File: config.mk
export PLATFORM = sky130hd
export DESIGN_NAME = scc_core
export DESIGN_NICKNAME = d
export VERILOG_FILES = /design/src/verilog/scc_core.v
export VERILOG_INCLUDE_DIRS = /design/src /design/src/verilog
export SDC_FILE = /design/constraint.sdc
export NUM_CORES = 1
export LEC_CHECK = 0
export ABC_AREA = 1
export ABC_CLOCK_PERIOD_IN_PS = 6100
export BUFFER_PORTS_ARGS = -buffer_cell sky130_fd_sc_hd__buf_4
export CORE_UTILIZATION = 35
export CTS_CLUSTER_DIAMETER = 120
export DETAILED_ROUTE_END_ITERATION = 6
export GPL_TIMING_DRIVEN = 0
export PLACE_DENSITY = 0.48
export SKIP_LAST_GASP = 1
export SYNTH_ARGS = -nofsm -noshare
export SYNTH_HDL_FRONTEND = slang
export SYNTH_SLANG_ARGS = --single-unit
File: constraint.sdc
create_clock -name core_clk -period 6.1 [get_ports core_clk]
set_input_delay 1.22 -clock core_clk [delete_from_list [all_inputs] [get_ports core_clk]]
set_output_delay 1.22 -clock core_clk [all_outputs]
set_load 0.1 [all_outputs]
File: src/verilog/scc_defines.vh
// Constants shared by the serial channel core.
`ifndef SCC_DEFINES_VH
`define SCC_DEFINES_VH
// =====================================================================
// Register indices (byte address is four times the index)
`define SCC_IDX_DATA 3'h0
`define SCC_IDX_IER 3'h1
`define SCC_IDX_IIR 3'h2
`define SCC_IDX_LCR 3'h3
`define SCC_IDX_MCR 3'h4
`define SCC_IDX_LSR 3'h5
`define SCC_IDX_MSR 3'h6
`define SCC_IDX_SCR 3'h7
// =====================================================================
// Field positions
`define SCC_LCR_BANK 7
`define SCC_LCR_BRK 6
`define SCC_LCR_STICK 5
`define SCC_LCR_EPS 4
`define SCC_LCR_PEN 3
`define SCC_LCR_STB 2
`define SCC_MCR_LOOP 4
`define SCC_MCR_INTEN 3
`define SCC_FCR_EN 0
`define SCC_FCR_RXCLR 1
`define SCC_FCR_TXCLR 2
// =====================================================================
// Reset values
`define SCC_RST_BYTE 8'h00
`define SCC_RST_DIV 16'h0001
// =====================================================================
// Interrupt identification codes, bits 3:0
`define SCC_ID_NONE 4'h1
`define SCC_ID_LS 4'h6
`define SCC_ID_RDA 4'h4
`define SCC_ID_TO 4'hC
`define SCC_ID_TX_HOLDING_EMPTY 4'h2
`define SCC_ID_MS 4'h0
// =====================================================================
// Timing in ticks of the sixteen-times bit clock
`define SCC_TICK_LAST 5'h0F
`define SCC_TICK_HALF 5'h07
`define SCC_STOP1 6'h10
`define SCC_STOP15 6'h18
`define SCC_STOP2 6'h20
`define SCC_TIMEOUT_TICKS 10'h280
// =====================================================================
// Queues and trigger levels
`define SCC_DEPTH 5'h10
`define SCC_TRIG1 5'h01
`define SCC_TRIG4 5'h04
`define SCC_TRIG8 5'h08
`define SCC_TRIG14 5'h0E
`endif

File: src/verilog/scc_core.v
// Serial channel core with APB register window, baud divisor and queues.
// Functional notes
// [RULE1] Baud generator divides input clock by sixteen-bit divisor, 1 to 65535.
// [RULE2] Frame: one start bit, 1/1.5/2 stops, even/odd/stick/no parity.
// [RULE3] Line control bit 7 banks offsets 0 and 1 onto divisor bytes.
// [RULE4] Characters five to eight bits, right-justified toward bit 0.
// [RULE5] Bit 0 is shifted out and captured first.
// [RULE6] Each direction has a shift register behind a holding register.
// [RULE7] Receive buffer is read-only, fed by hidden 8-bit deserialiser.
// [RULE8] Upper four interrupt enable bits always read zero.
// [RULE9] Enable bit 3 allows modem status interrupt on input change.
// [RULE10] Enable bit 2 allows line status interrupt on OE, PE, FE, break.
// [RULE11] Enable bit 1 allows transmit holding empty interrupt.
// [RULE12] Enable bit 0 allows data available, and timeout in queue mode.
// [RULE13] Priority: line status, data or timeout, transmit empty, modem.
// [RULE14] Identification value is frozen while host reads it.
// [RULE15] Ident bits 2:1: 11 line, 10 data, 01 transmit, 00 modem.
// [RULE16] Each source clears on its own read or write event.
// [RULE17] Ident bit 3 set with bit 2 for timeout, only in queue mode.
// [RULE18] Ident bits 7:6 one when queues enabled; bits 5:4 zero.
// [RULE19] Ident bit 0 is zero when any interrupt is pending.
// [RULE20] Baud generator output is sixteen times the bit rate.
// [RULE21] Line control bits 1:0 select five to eight data bits.
// [RULE22] Queue control bits 7:6 set trigger at 1, 4, 8 or 14.
// [RULE23] Interrupt pin driven only while modem control bit 3 set.
// [RULE24] Interrupt asserted while any enabled source is pending.
//
// Implementation choice: register access over APB.
`include "scc_defines.vh"
`default_nettype none
module scc_core (
  input wire core_clk,
  input wire rst_b,
  input wire [11:0] paddr,
  input wire psel,
  input wire penable,
  input wire pwrite,
  input wire [31:0] pwdata,
  output reg [31:0] prdata,
  output reg pready,
  output reg pslverr,
  input wire sin,
  output reg sout,
  input wire cts_n,
  input wire dsr_n,
  input wire ri_n,
  input wire carrier_detect_n,
  output reg rts_n,
  output reg dtr_n,
  output reg irq
);
  localparam [4:0] ST_IDLE = 5'h01;
  localparam [4:0] ST_START = 5'h02;
  localparam [4:0] ST_DATA = 5'h04;
  localparam [4:0] ST_PAR = 5'h08;
  localparam [4:0] ST_STOP = 5'h10;
  // =====================================================================
  // Input synchronisers
  reg [4:0] sync1;
  reg [4:0] sync2;
  always @(posedge core_clk or negedge rst_b) begin
    if (!rst_b) begin
      sync1 <= 5'h1F;
      sync2 <= 5'h1F;
    end else begin
      sync1 <= {sin, cts_n, dsr_n, ri_n, carrier_detect_n};
      sync2 <= sync1;
    end
  end
  // =====================================================================
  // Registers and bus decode
  reg [7:0] int_enable, line_control, modem_control, scratch_pad, queue_control;
  reg [15:0] divisor;
  reg [3:0] iir_hold;
  reg oe, pe, fe, bi, qerr, tx_holding_empty_int, to_flag;
  reg [3:0] msr_delta;
  reg [3:0] msr_prev;
  wire mapped = (paddr[11:5] == 7'h00) && (paddr[1:0] == 2'h0);
  wire [2:0] idx = paddr[4:2];
  wire done = psel & penable & pready;
  wire wr = done & pwrite & mapped;
  wire rd = done & ~pwrite & mapped;
  wire bank = line_control[`SCC_LCR_BANK];
  wire fifo_en = queue_control[`SCC_FCR_EN];
  wire loop = modem_control[`SCC_MCR_LOOP];
  wire wr_thr = wr & (idx == `SCC_IDX_DATA) & ~bank; // [RULE3]
  wire rd_rbr = rd & (idx == `SCC_IDX_DATA) & ~bank; // [RULE3]
  wire rd_iir = rd & (idx == `SCC_IDX_IIR);
  wire rd_lsr = rd & (idx == `SCC_IDX_LSR);
  wire rd_msr = rd & (idx == `SCC_IDX_MSR);
  wire wr_fcr = wr & (idx == `SCC_IDX_IIR) & pwdata[`SCC_FCR_EN];
  wire fcr_off = wr & (idx == `SCC_IDX_IIR) & ~pwdata[`SCC_FCR_EN] & fifo_en;
  wire [3:0] len = 4'h5 + {2'b00, line_control[1:0]}; // [RULE21]
  wire [7:0] dmask = 8'hFF >> (4'h8 - len);
  wire [4:0] limit = fifo_en ? `SCC_DEPTH : 5'h01;
  // =====================================================================
  // Baud tick: one pulse every divisor input clocks, sixteen per bit.
  reg [15:0] bcnt;
  reg tick;
  always @(posedge core_clk or negedge rst_b) begin
    if (!rst_b) begin
      bcnt <= 16'h0000;
      tick <= 1'b0;
    end else if (bcnt + 16'h0001 >= divisor) begin // [RULE1] [RULE20]
      bcnt <= 16'h0000;
      tick <= (divisor != 16'h0000);
    end else begin
      bcnt <= bcnt + 16'h0001;
      tick <= 1'b0;
    end
  end
  // =====================================================================
  // Queues; outside queue mode each holds a single entry.
  reg [10:0] rx_mem [0:15];
  reg [7:0] tx_mem [0:15];
  reg [3:0] rx_wp, rx_rp, tx_wp, tx_rp;
  reg [4:0] rx_cnt, tx_cnt;
  reg rx_push;
  reg [10:0] rx_word;
  wire tx_pop;
  wire rx_clr = fcr_off | (wr_fcr & (pwdata[`SCC_FCR_RXCLR] | ~fifo_en));
  wire tx_clr = fcr_off | (wr_fcr & (pwdata[`SCC_FCR_TXCLR] | ~fifo_en));
  wire rx_pop = rd_rbr & (rx_cnt != 5'h00);
  wire rx_ok = rx_push & (rx_cnt < limit);
  wire tx_ok = wr_thr & (tx_cnt < limit);
  always @(posedge core_clk) begin
    if (rx_ok)
      rx_mem[rx_wp] <= rx_word;
    if (tx_ok)
      tx_mem[tx_wp] <= pwdata[7:0];
  end
  always @(posedge core_clk or negedge rst_b) begin
    if (!rst_b) begin
      rx_wp <= 4'h0;
      rx_rp <= 4'h0;
      rx_cnt <= 5'h00;
      tx_wp <= 4'h0;
      tx_rp <= 4'h0;
      tx_cnt <= 5'h00;
    end else begin
      if (rx_clr) begin
        rx_wp <= 4'h0;
        rx_rp <= 4'h0;
        rx_cnt <= 5'h00;
      end else begin
        rx_wp <= rx_wp + {3'h0, rx_ok};
        rx_rp <= rx_rp + {3'h0, rx_pop};
        rx_cnt <= rx_cnt + {4'h0, rx_ok} - {4'h0, rx_pop};
      end
      if (tx_clr) begin
        tx_wp <= 4'h0;
        tx_rp <= 4'h0;
        tx_cnt <= 5'h00;
      end else begin
        tx_wp <= tx_wp + {3'h0, tx_ok};
        tx_rp <= tx_rp + {3'h0, tx_pop};
        tx_cnt <= tx_cnt + {4'h0, tx_ok} - {4'h0, tx_pop};
      end
    end
  end
  // =====================================================================
  // Transmitter: shift register behind the holding queue.
  reg [4:0] tx_st;
  reg [5:0] tx_tc;
  reg [2:0] tx_bc;
  reg [7:0] tx_sh;
  reg tx_line, tx_par;
  wire [5:0] stop_len = ~line_control[`SCC_LCR_STB] ? `SCC_STOP1 :
                        (line_control[1:0] == 2'b00) ? `SCC_STOP15 : `SCC_STOP2; // [RULE2]
  wire tx_bit_end = tick & (tx_tc[4:0] == `SCC_TICK_LAST);
  assign tx_pop = (tx_st == ST_IDLE) & (tx_cnt != 5'h00) & ~tx_clr; // [RULE6]
  always @(posedge core_clk or negedge rst_b) begin
    if (!rst_b) begin
      tx_st <= ST_IDLE;
      tx_tc <= 6'h00;
      tx_bc <= 3'h0;
      tx_sh <= 8'h00;
      tx_line <= 1'b1;
      tx_par <= 1'b0;
    end else begin
      if (tick)
        tx_tc <= tx_tc + 6'h01;
      case (tx_st)
        ST_IDLE: begin
          tx_line <= 1'b1;
          if (tx_pop) begin
            tx_sh <= tx_mem[tx_rp] & dmask; // [RULE4]
            tx_par <= ^(tx_mem[tx_rp] & dmask);
            tx_tc <= 6'h00;
            tx_line <= 1'b0;
            tx_st <= ST_START;
          end
        end
        ST_START: begin
          if (tx_bit_end) begin
            tx_tc <= 6'h00;
            tx_bc <= 3'h0;
            tx_line <= tx_sh[0]; // [RULE5]
            tx_st <= ST_DATA;
          end
        end
        ST_DATA: begin
          if (tx_bit_end) begin
            tx_tc <= 6'h00;
            tx_sh <= {1'b0, tx_sh[7:1]};
            tx_bc <= tx_bc + 3'h1;
            if ({1'b0, tx_bc} == len - 4'h1) begin
              if (line_control[`SCC_LCR_PEN]) begin
                tx_line <= line_control[`SCC_LCR_STICK] ? ~line_control[`SCC_LCR_EPS] :
                           (tx_par ^ ~line_control[`SCC_LCR_EPS]); // [RULE2]
                tx_st <= ST_PAR;
              end else begin
                tx_line <= 1'b1;
                tx_st <= ST_STOP;
              end
            end else begin
              tx_line <= tx_sh[1];
            end
          end
        end
        ST_PAR: begin
          if (tx_bit_end) begin
            tx_tc <= 6'h00;
            tx_line <= 1'b1;
            tx_st <= ST_STOP;
          end
        end
        ST_STOP: begin
          if (tick && tx_tc == stop_len - 6'h01)
            tx_st <= ST_IDLE;
        end
        default: tx_st <= ST_IDLE;
      endcase
    end
  end
  // =====================================================================
  // Receiver: hidden deserialiser; only the first stop bit is checked.
  reg [4:0] rx_st;
  reg [4:0] rx_tc;
  reg [2:0] rx_bc;
  reg [7:0] rx_sh;
  reg rx_perr;
  wire rx_in = loop ? tx_line : sync2[4];
  wire rx_mid = tick & (rx_tc == `SCC_TICK_LAST);
  wire [7:0] rx_data = rx_sh >> (4'h8 - len); // [RULE4]
  // Parity is taken over the right-justified word so short characters check correctly.
  wire rx_exp = line_control[`SCC_LCR_STICK] ? ~line_control[`SCC_LCR_EPS] :
                (^rx_data) ^ ~line_control[`SCC_LCR_EPS];
  wire rx_zero = (rx_data == 8'h00) & ~rx_in;
  always @(posedge core_clk or negedge rst_b) begin
    if (!rst_b) begin
      rx_st <= ST_IDLE;
      rx_tc <= 5'h00;
      rx_bc <= 3'h0;
      rx_sh <= 8'h00;
      rx_perr <= 1'b0;
      rx_push <= 1'b0;
      rx_word <= 11'h000;
    end else begin
      rx_push <= 1'b0;
      if (tick)
        rx_tc <= rx_tc + 5'h01;
      case (rx_st)
        ST_IDLE: begin
          rx_tc <= 5'h00;
          rx_perr <= 1'b0;
          if (!rx_in)
            rx_st <= ST_START;
        end
        ST_START: begin
          if (tick && rx_tc == `SCC_TICK_HALF) begin
            rx_tc <= 5'h00;
            rx_bc <= 3'h0;
            rx_st <= rx_in ? ST_IDLE : ST_DATA;
          end
        end
        ST_DATA: begin
          if (rx_mid) begin
            rx_tc <= 5'h00;
            rx_sh <= {rx_in, rx_sh[7:1]}; // [RULE5] [RULE7]
            rx_bc <= rx_bc + 3'h1;
            if ({1'b0, rx_bc} == len - 4'h1)
              rx_st <= line_control[`SCC_LCR_PEN] ? ST_PAR : ST_STOP;
          end
        end
        ST_PAR: begin
          if (rx_mid) begin
            rx_tc <= 5'h00;
            rx_sh <= rx_data;
            rx_perr <= (rx_in != rx_exp); // [RULE2]
            rx_st <= ST_STOP;
          end
        end
        ST_STOP: begin
          if (rx_mid) begin
            rx_push <= 1'b1;
            rx_word <= {rx_zero, ~rx_in, rx_perr,
                        line_control[`SCC_LCR_PEN] ? rx_sh : rx_data};
            rx_st <= ST_IDLE;
          end
        end
        default: rx_st <= ST_IDLE;
      endcase
    end
  end
  // =====================================================================
  // Status flags and interrupt sources; a set wins over a read clear.
  wire [3:0] mstate = loop ? {modem_control[`SCC_MCR_INTEN], modem_control[2], modem_control[0], modem_control[1]} :
                      ~{sync2[0], sync2[1], sync2[2], sync2[3]};
  wire [3:0] mchg = {mstate[3] ^ msr_prev[3], ~mstate[2] & msr_prev[2],
                     mstate[1:0] ^ msr_prev[1:0]};
  wire tx_empty = (tx_cnt == 5'h00);
  reg tx_empty_d;
  reg [9:0] to_cnt;
  reg [4:0] trig;
  always @* begin
    case (queue_control[7:6]) // [RULE22]
      2'b00: trig = `SCC_TRIG1;
      2'b01: trig = `SCC_TRIG4;
      2'b10: trig = `SCC_TRIG8;
      default: trig = `SCC_TRIG14;
    endcase
  end
  wire src_ls = int_enable[2] & (oe | pe | fe | bi); // [RULE10]
  wire src_rda = int_enable[0] & (fifo_en ? (rx_cnt >= trig) : (rx_cnt != 5'h00)); // [RULE12]
  wire src_to = int_enable[0] & fifo_en & to_flag; // [RULE12]
  wire src_tx_holding_empty = int_enable[1] & tx_holding_empty_int; // [RULE11]
  wire src_ms = int_enable[3] & (msr_delta != 4'h0); // [RULE9]
  reg [3:0] iir_live;
  always @* begin
    if (src_ls) // [RULE13] [RULE15]
      iir_live = `SCC_ID_LS;
    else if (src_to)
      iir_live = `SCC_ID_TO; // [RULE17]
    else if (src_rda)
      iir_live = `SCC_ID_RDA;
    else if (src_tx_holding_empty)
      iir_live = `SCC_ID_TX_HOLDING_EMPTY;
    else if (src_ms)
      iir_live = `SCC_ID_MS;
    else
      iir_live = `SCC_ID_NONE; // [RULE19]
  end
  wire iir_busy = psel & ~pwrite & mapped & (idx == `SCC_IDX_IIR);
  wire head_err = fifo_en & rx_ok & (rx_word[10:8] != 3'h0);
  always @(posedge core_clk or negedge rst_b) begin
    if (!rst_b) begin
      iir_hold <= `SCC_ID_NONE;
      oe <= 1'b0;
      pe <= 1'b0;
      fe <= 1'b0;
      bi <= 1'b0;
      qerr <= 1'b0;
      tx_holding_empty_int <= 1'b0;
      tx_empty_d <= 1'b1;
      to_flag <= 1'b0;
      to_cnt <= 10'h000;
      msr_delta <= 4'h0;
      msr_prev <= 4'h0;
    end else begin
      if (!iir_busy)
        iir_hold <= iir_live; // [RULE14]
      oe <= (rx_push & ~rx_ok) | (oe & ~rd_lsr); // [RULE16]
      pe <= (rx_ok & rx_word[8]) | (pe & ~rd_lsr);
      fe <= (rx_ok & rx_word[9]) | (fe & ~rd_lsr);
      bi <= (rx_ok & rx_word[10]) | (bi & ~rd_lsr);
      qerr <= head_err | (qerr & ~rd_lsr);
      tx_empty_d <= tx_empty;
      tx_holding_empty_int <= (tx_empty & ~tx_empty_d) |
                  (wr & ~bank & (idx == `SCC_IDX_IER) & pwdata[1] & ~int_enable[1] & tx_empty) |
                  (tx_holding_empty_int & ~wr_thr & ~(rd_iir & iir_hold == `SCC_ID_TX_HOLDING_EMPTY)); // [RULE16]
      if (rx_ok || rx_pop || rx_cnt == 5'h00 || !fifo_en)
        to_cnt <= 10'h000;
      else if (tick && to_cnt != `SCC_TIMEOUT_TICKS)
        to_cnt <= to_cnt + 10'h001;
      to_flag <= (fifo_en & rx_cnt != 5'h00 & tick & to_cnt == `SCC_TIMEOUT_TICKS - 10'h001) |
                 (to_flag & ~rx_pop & fifo_en); // [RULE16]
      msr_prev <= mstate;
      msr_delta <= mchg | (msr_delta & {4{~rd_msr}}); // [RULE9] [RULE16]
    end
  end
  // =====================================================================
  // Bus slave: one wait state, registered read data.
  reg [7:0] rdata;
  always @* begin
    case (idx)
      `SCC_IDX_DATA: rdata = bank ? divisor[7:0] : rx_mem[rx_rp][7:0]; // [RULE3] [RULE7]
      `SCC_IDX_IER: rdata = bank ? divisor[15:8] : {4'h0, int_enable[3:0]}; // [RULE8]
      `SCC_IDX_IIR: rdata = {{2{fifo_en}}, 2'b00, iir_hold}; // [RULE18]
      `SCC_IDX_LCR: rdata = line_control;
      `SCC_IDX_MCR: rdata = {3'b000, modem_control[4:0]};
      `SCC_IDX_LSR: rdata = {qerr, tx_empty & (tx_st == ST_IDLE), tx_empty,
                             bi, fe, pe, oe, rx_cnt != 5'h00};
      `SCC_IDX_MSR: rdata = {mstate, msr_delta};
      default: rdata = scratch_pad;
    endcase
  end
  always @(posedge core_clk or negedge rst_b) begin
    if (!rst_b) begin
      pready <= 1'b0;
      pslverr <= 1'b0;
      prdata <= 32'h00000000;
      int_enable <= `SCC_RST_BYTE;
      line_control <= `SCC_RST_BYTE;
      modem_control <= `SCC_RST_BYTE;
      scratch_pad <= `SCC_RST_BYTE;
      queue_control <= `SCC_RST_BYTE;
      divisor <= `SCC_RST_DIV;
    end else begin
      pready <= psel & penable & ~pready;
      if (psel && penable && !pready) begin
        pslverr <= ~mapped;
        prdata <= (mapped & ~pwrite) ? {24'h000000, rdata} : 32'h00000000;
      end
      if (wr) begin
        case (idx)
          `SCC_IDX_DATA: if (bank) divisor[7:0] <= pwdata[7:0]; // [RULE3]
          `SCC_IDX_IER: begin
            if (bank)
              divisor[15:8] <= pwdata[7:0];
            else
              int_enable <= {4'h0, pwdata[3:0]}; // [RULE8]
          end
          `SCC_IDX_IIR: queue_control <= pwdata[`SCC_FCR_EN] ? {pwdata[7:6], 5'h00, 1'b1} : `SCC_RST_BYTE;
          `SCC_IDX_LCR: line_control <= pwdata[7:0];
          `SCC_IDX_MCR: modem_control <= {3'b000, pwdata[4:0]};
          `SCC_IDX_SCR: scratch_pad <= pwdata[7:0];
          default: scratch_pad <= scratch_pad;
        endcase
      end
    end
  end
  // =====================================================================
  // Pins; loopback parks the line and modem outputs in the idle state.
  always @(posedge core_clk or negedge rst_b) begin
    if (!rst_b) begin
      sout <= 1'b1;
      rts_n <= 1'b1;
      dtr_n <= 1'b1;
      irq <= 1'b0;
    end else begin
      sout <= loop | (tx_line & ~line_control[`SCC_LCR_BRK]);
      rts_n <= loop | ~modem_control[1];
      dtr_n <= loop | ~modem_control[0];
      irq <= modem_control[`SCC_MCR_INTEN] & (iir_live != `SCC_ID_NONE); // [RULE23] [RULE24]
    end
  end
endmodule
`default_nettype wire

==> metrics.sh <==
STATUS='completed'
WORSTREGTOREGCELLS=15
RSZ0062_AT_GRT='false'
FINALHOLDVIOLCOUNT=0
TIMING.MAX_SLEW.REL_SLACK=0.393
DIODES=0
CTSLONGESTPATHBUFFERS=3
CRITICAL-PATH-MAX-STAGE-DELAY_NS=0.69
CTS_HOLD_BUFFERS=0
GLOBAL_ROUTE.OVERFLOW_TOTAL=0
MAXIMUM_NUMBER_OF_PINS_ON_ONE_NET_BEFORE_GLOBAL_ROUTE_REPAIR=104
HOLD-PATH-CELL-COUNT=0
VDD.IR_DROP.WORST_mV=0.205
SYNTH_TOP_CELL_BY_AREA='sky130_fd_sc_hd__edfxtp_1'
POST_DRT_WL_PER_CELL_UM=19.5
SYNTH_TOP_AREA_FRAC=0.357
PLACE_HPWL_UM=43200
FINAL.MIN_CLOCK_PERIOD_NS=3.91
TIMING.CRITICAL_PATH.FANOUT_MAX=10
CTS.SINK_COUNT=455
CRITPATHARRIVALTIME_NS=4.37
GRT_USE_TOTAL=0.199
DETAIL_ROUTE.VIAS_PER_CELL=5.08
SYNTHESIS.AREA_PER_INSTANCE_UM2=9.71
SYNTH-MAIN-FF-CELL='sky130_fd_sc_hd__edfxtp_1'
NUMBER_OF_ANTENNA_VIOLATIONS_AT_THE_FIRST_CHECK_IN_GLOBAL_ROUTING=3
SYNTHESIS.INSTANCES=2216
FINALSETUPVIOLATIONS=0
LAYOUT.CORE_UTILIZATION=0.404
GROUTE.LAYER.MET3.USAGE=0.0365
CHIPWIDTH_UM=250
CTS_ROOT_BUF='sky130_fd_sc_hd__clkbuf_16'
ROUTED-VIA-COUNT=16100
INITIAL_CORE_UTIL=0.355
TOP_LEVEL_PORTS=92
DESIGN.CORE.AREA_UM2=60600
TIMING_MAX_TRANSITION_VIOLATIONS_FINAL=0
FIN_SETUP_TNS_NS=0
POSTROUTEWIRELENGTH_UM=61700
CLOCK.FMAX_MHz=256
PATH_CLASS='flop to flop'
BUFFER_PORTS.INSERTED=43
TRITONCTS='yes'
WORST_PATH_MAX_DELAY_CELL='sky130_fd_sc_hd__o311ai_2'
AREAGROWTHSYNTHTOFINISH_PCT=13.9
POSTCTSSETUPREPAIRBUFS=0
CTS_REPAIR_RESIZES=0
ORDERED_CELL_LIST_FOR_THE_CRITICAL_PATH='ha_1, nand2_1, nor2_1, nand3_1, nor3_1, nand3_1, or2_2, nand2_1, ha_1, nand2_1, nor2_1, nand4_1, o311ai_2, clkbuf_1, nor2_1'
CTS_HTREE_LEVELS=2
SITE_ROW_COUNT=90
ROUTE.ANTENNA.REMAINING_NETS=0
CELLLEAKAGEPOWER_nW=10.1
CLK_LATENCY_NS=0.61
SYNTH.AREA.TOP_CELLS='sky130_fd_sc_hd__edfxtp_1, sky130_fd_sc_hd__dfrtp_1, sky130_fd_sc_hd__nand2_1, sky130_fd_sc_hd__o21ai_0, sky130_fd_sc_hd__inv_1'
SYNTH_TOP_CELLS_BY_COUNT='sky130_fd_sc_hd__nand2_1, sky130_fd_sc_hd__edfxtp_1, sky130_fd_sc_hd__inv_1, sky130_fd_sc_hd__nor2_1, sky130_fd_sc_hd__o21ai_0'
NUMBER_OF_GLOBAL_ROUTE_VIAS_BEFORE_REPAIR=15700
HOLDCRITPATHCLASS='flop to flop'
CLK_TRANSITION_REPORTED_PATHS_NS=0.06
SYNTHESIS.AREA_UM2=21500
SYNTH-SEQ-CELLS=455
FINAL_NET_COUNT=2455
WORST_SETUP_PATH_END_KIND='flop'
GLOBAL_ROUTE_WIRE_LENGTH_BEFORE_REPAIR_UM=94800
DRT_FIRST_PASS_ITERS=5
DRTITER0DRC=1142
CRITICAL_PATH_REQUIRED_NS=6.56
MAX_CAP_VIOL_COUNT=0
CRIT_SHARE_POST_ROUTE=0.641
FINALWEIGHTEDCONGESTION=0.894
GRT-BUSIEST-LAYER='met2'
FINAL_LAYOUT_SIZE_SUFFIX_GT1_FRAC=0.0985
GLOBAL_ROUTE.USAGE.MET2=0.319
DIE_AREA_UM2=62500
YOSYSWARNINGCOUNT=0
TRITONCTS.NUM_BUFFERS=52
PWR_DENS_nW_PER_UM2=276
MET1_USAGE=0.275
COUNT_OF_FLIP_FLOPS_WITH_A_BUILT_IN_ENABLE_AFTER_SYNTHESIS=256
DIE_HEIGHT_UM=250
DRC=0
YOSYS.CELL_COUNT.TOP_TYPE='sky130_fd_sc_hd__nand2_1'
SYNTH.DISTINCT_CELLS=59
FIN_WORST_SKEW_NS=0.0287
STARTPOINT_TYPE='flop'
ASYNCSETRESETFLOPFRACSYNTH=0.437
SYNTH.YOSYS.SEQ_AREA_SHARE=0.590
WORSTMARGINPINSLEW_NS=0.907
==> cell type report <==
| cell class | instances | area [µm²] |
|---|---|---|
| buffer | 95 | 505 |
| clock buffer | 68 | 1390 |
| clock inverter | 24 | 171 |
| fill | 5992 | 36100 |
| inverter | 269 | 1010 |
| multi-input combinational | 1420 | 7400 |
| sequential | 455 | 12700 |
| tap | 782 | 978 |
| timing repair buffer | 44 | 358 |
==> metal layers <==
metal | part of all wire | wire [µm] | up-vias
met5 | 0.00066 | 41 | -
met4 | 0.023 | 1390 | 6
met3 | 0.063 | 3900 | 90
met2 | 0.46 | 28400 | 465
met1 | 0.45 | 27900 | 7801
li1 | - | - | 7690
==> logic make-up (layout without fill, tap and decap cells) <==
| group | after synthesis | in the layout | synth area share |
|---|---|---|---|
| xor+xnor | 41 | 41 | 0.0167 |
| flops | 455 | 455 | 0.590 |
| simple gates | 900 | 900 | 0.178 |
| fa+ha+maj | 64 | 64 | 0.0379 |
| buf+inv | 364 | 500 | 0.0704 |
| other cells | 1 | 24 | 0.000174 |
| compound gates | 388 | 388 | 0.106 |
| mux | 3 | 3 | 0.00140 |
==> registers in the layout (all words and copies together) (netlist names), 10 cells and up <==
register	count
rx_mem	128
tx_mem	128
bcnt	16
divisor	16
rx_word	11
to_cnt	10
==> worst max-delay path: cells and delay by family, from the launching register on <==
| family | cells | cell delay, ns |
|---|---|---|
| adders and majority gates | 2 | 0.30 |
| DFF | 1 | 0.41 |
| AOI/OAI and AO/OA | 1 | 0.69 |
| buffers and inverters | 1 | 0.44 |
| and+or+nand+nor | 11 | 1.93 |
==> per-stage QoR <==
stage          worst slack (ns)  power [mW]  instances  cell area (µm²)  hold WS [ns]
6_report                   2.19        6.76       3157            24500         0.361
5_1_grt                    1.78        7.02       3157            24500         0.365
4_1_cts                    2.17        6.84       3157            24500         0.364
3_5_place_dp               1.58        3.92       3065            22900         0.352
3_3_place_gp               1.58        3.90       3064            22900         0.347
2_1_floorplan              2.52        3.76       2239            21600         0.345
==> worst paths after layout <==
kind | startpoint | to | slack, ns
max | bcnt[0]$_DFF_PN0_ | bcnt[6]$_DFF_PN0_ | 2.19
min | sync1[2]$_DFF_PN1_ | sync2[2]$_DFF_PN1_ | 0.36
max reg2reg | bcnt[0]$_DFF_PN0_ | bcnt[6]$_DFF_PN0_ | 2.19
min reg2reg | sync1[2]$_DFF_PN1_ | sync2[2]$_DFF_PN1_ | 0.36
max in group asynchronous | rst_b | tx_empty_d$_DFF_PN1_ | 4.40
min in group asynchronous | rst_b | rx_st[1]$_DFFE_PN0P_ | 0.67
==> power breakdown <==
part	leakage [nW]	internal (mW)	total, mW	switching (mW)
sequential	4.47	3.30	3.34	0.0410
clock	0.769	1.64	2.91	1.26
combinational	4.81	0.162	0.517	0.355
total	10.1	5.10	6.76	1.66
==> placed cells by master, fill, tap and decap left out, drive strengths merged, types with 25 or more instances in the layout <==
cell and count:
clkinv 25, a21oi 59, o22ai 26, edfxtp 256, nand3 150, ha 62
clkbuf 103, buf 104, nor3 25, xor2 25, nand2 424, dfrtp 180
o21ai 212, o211ai 27, nor2 262, inv 267
Power figures use the tool's default switching activity.
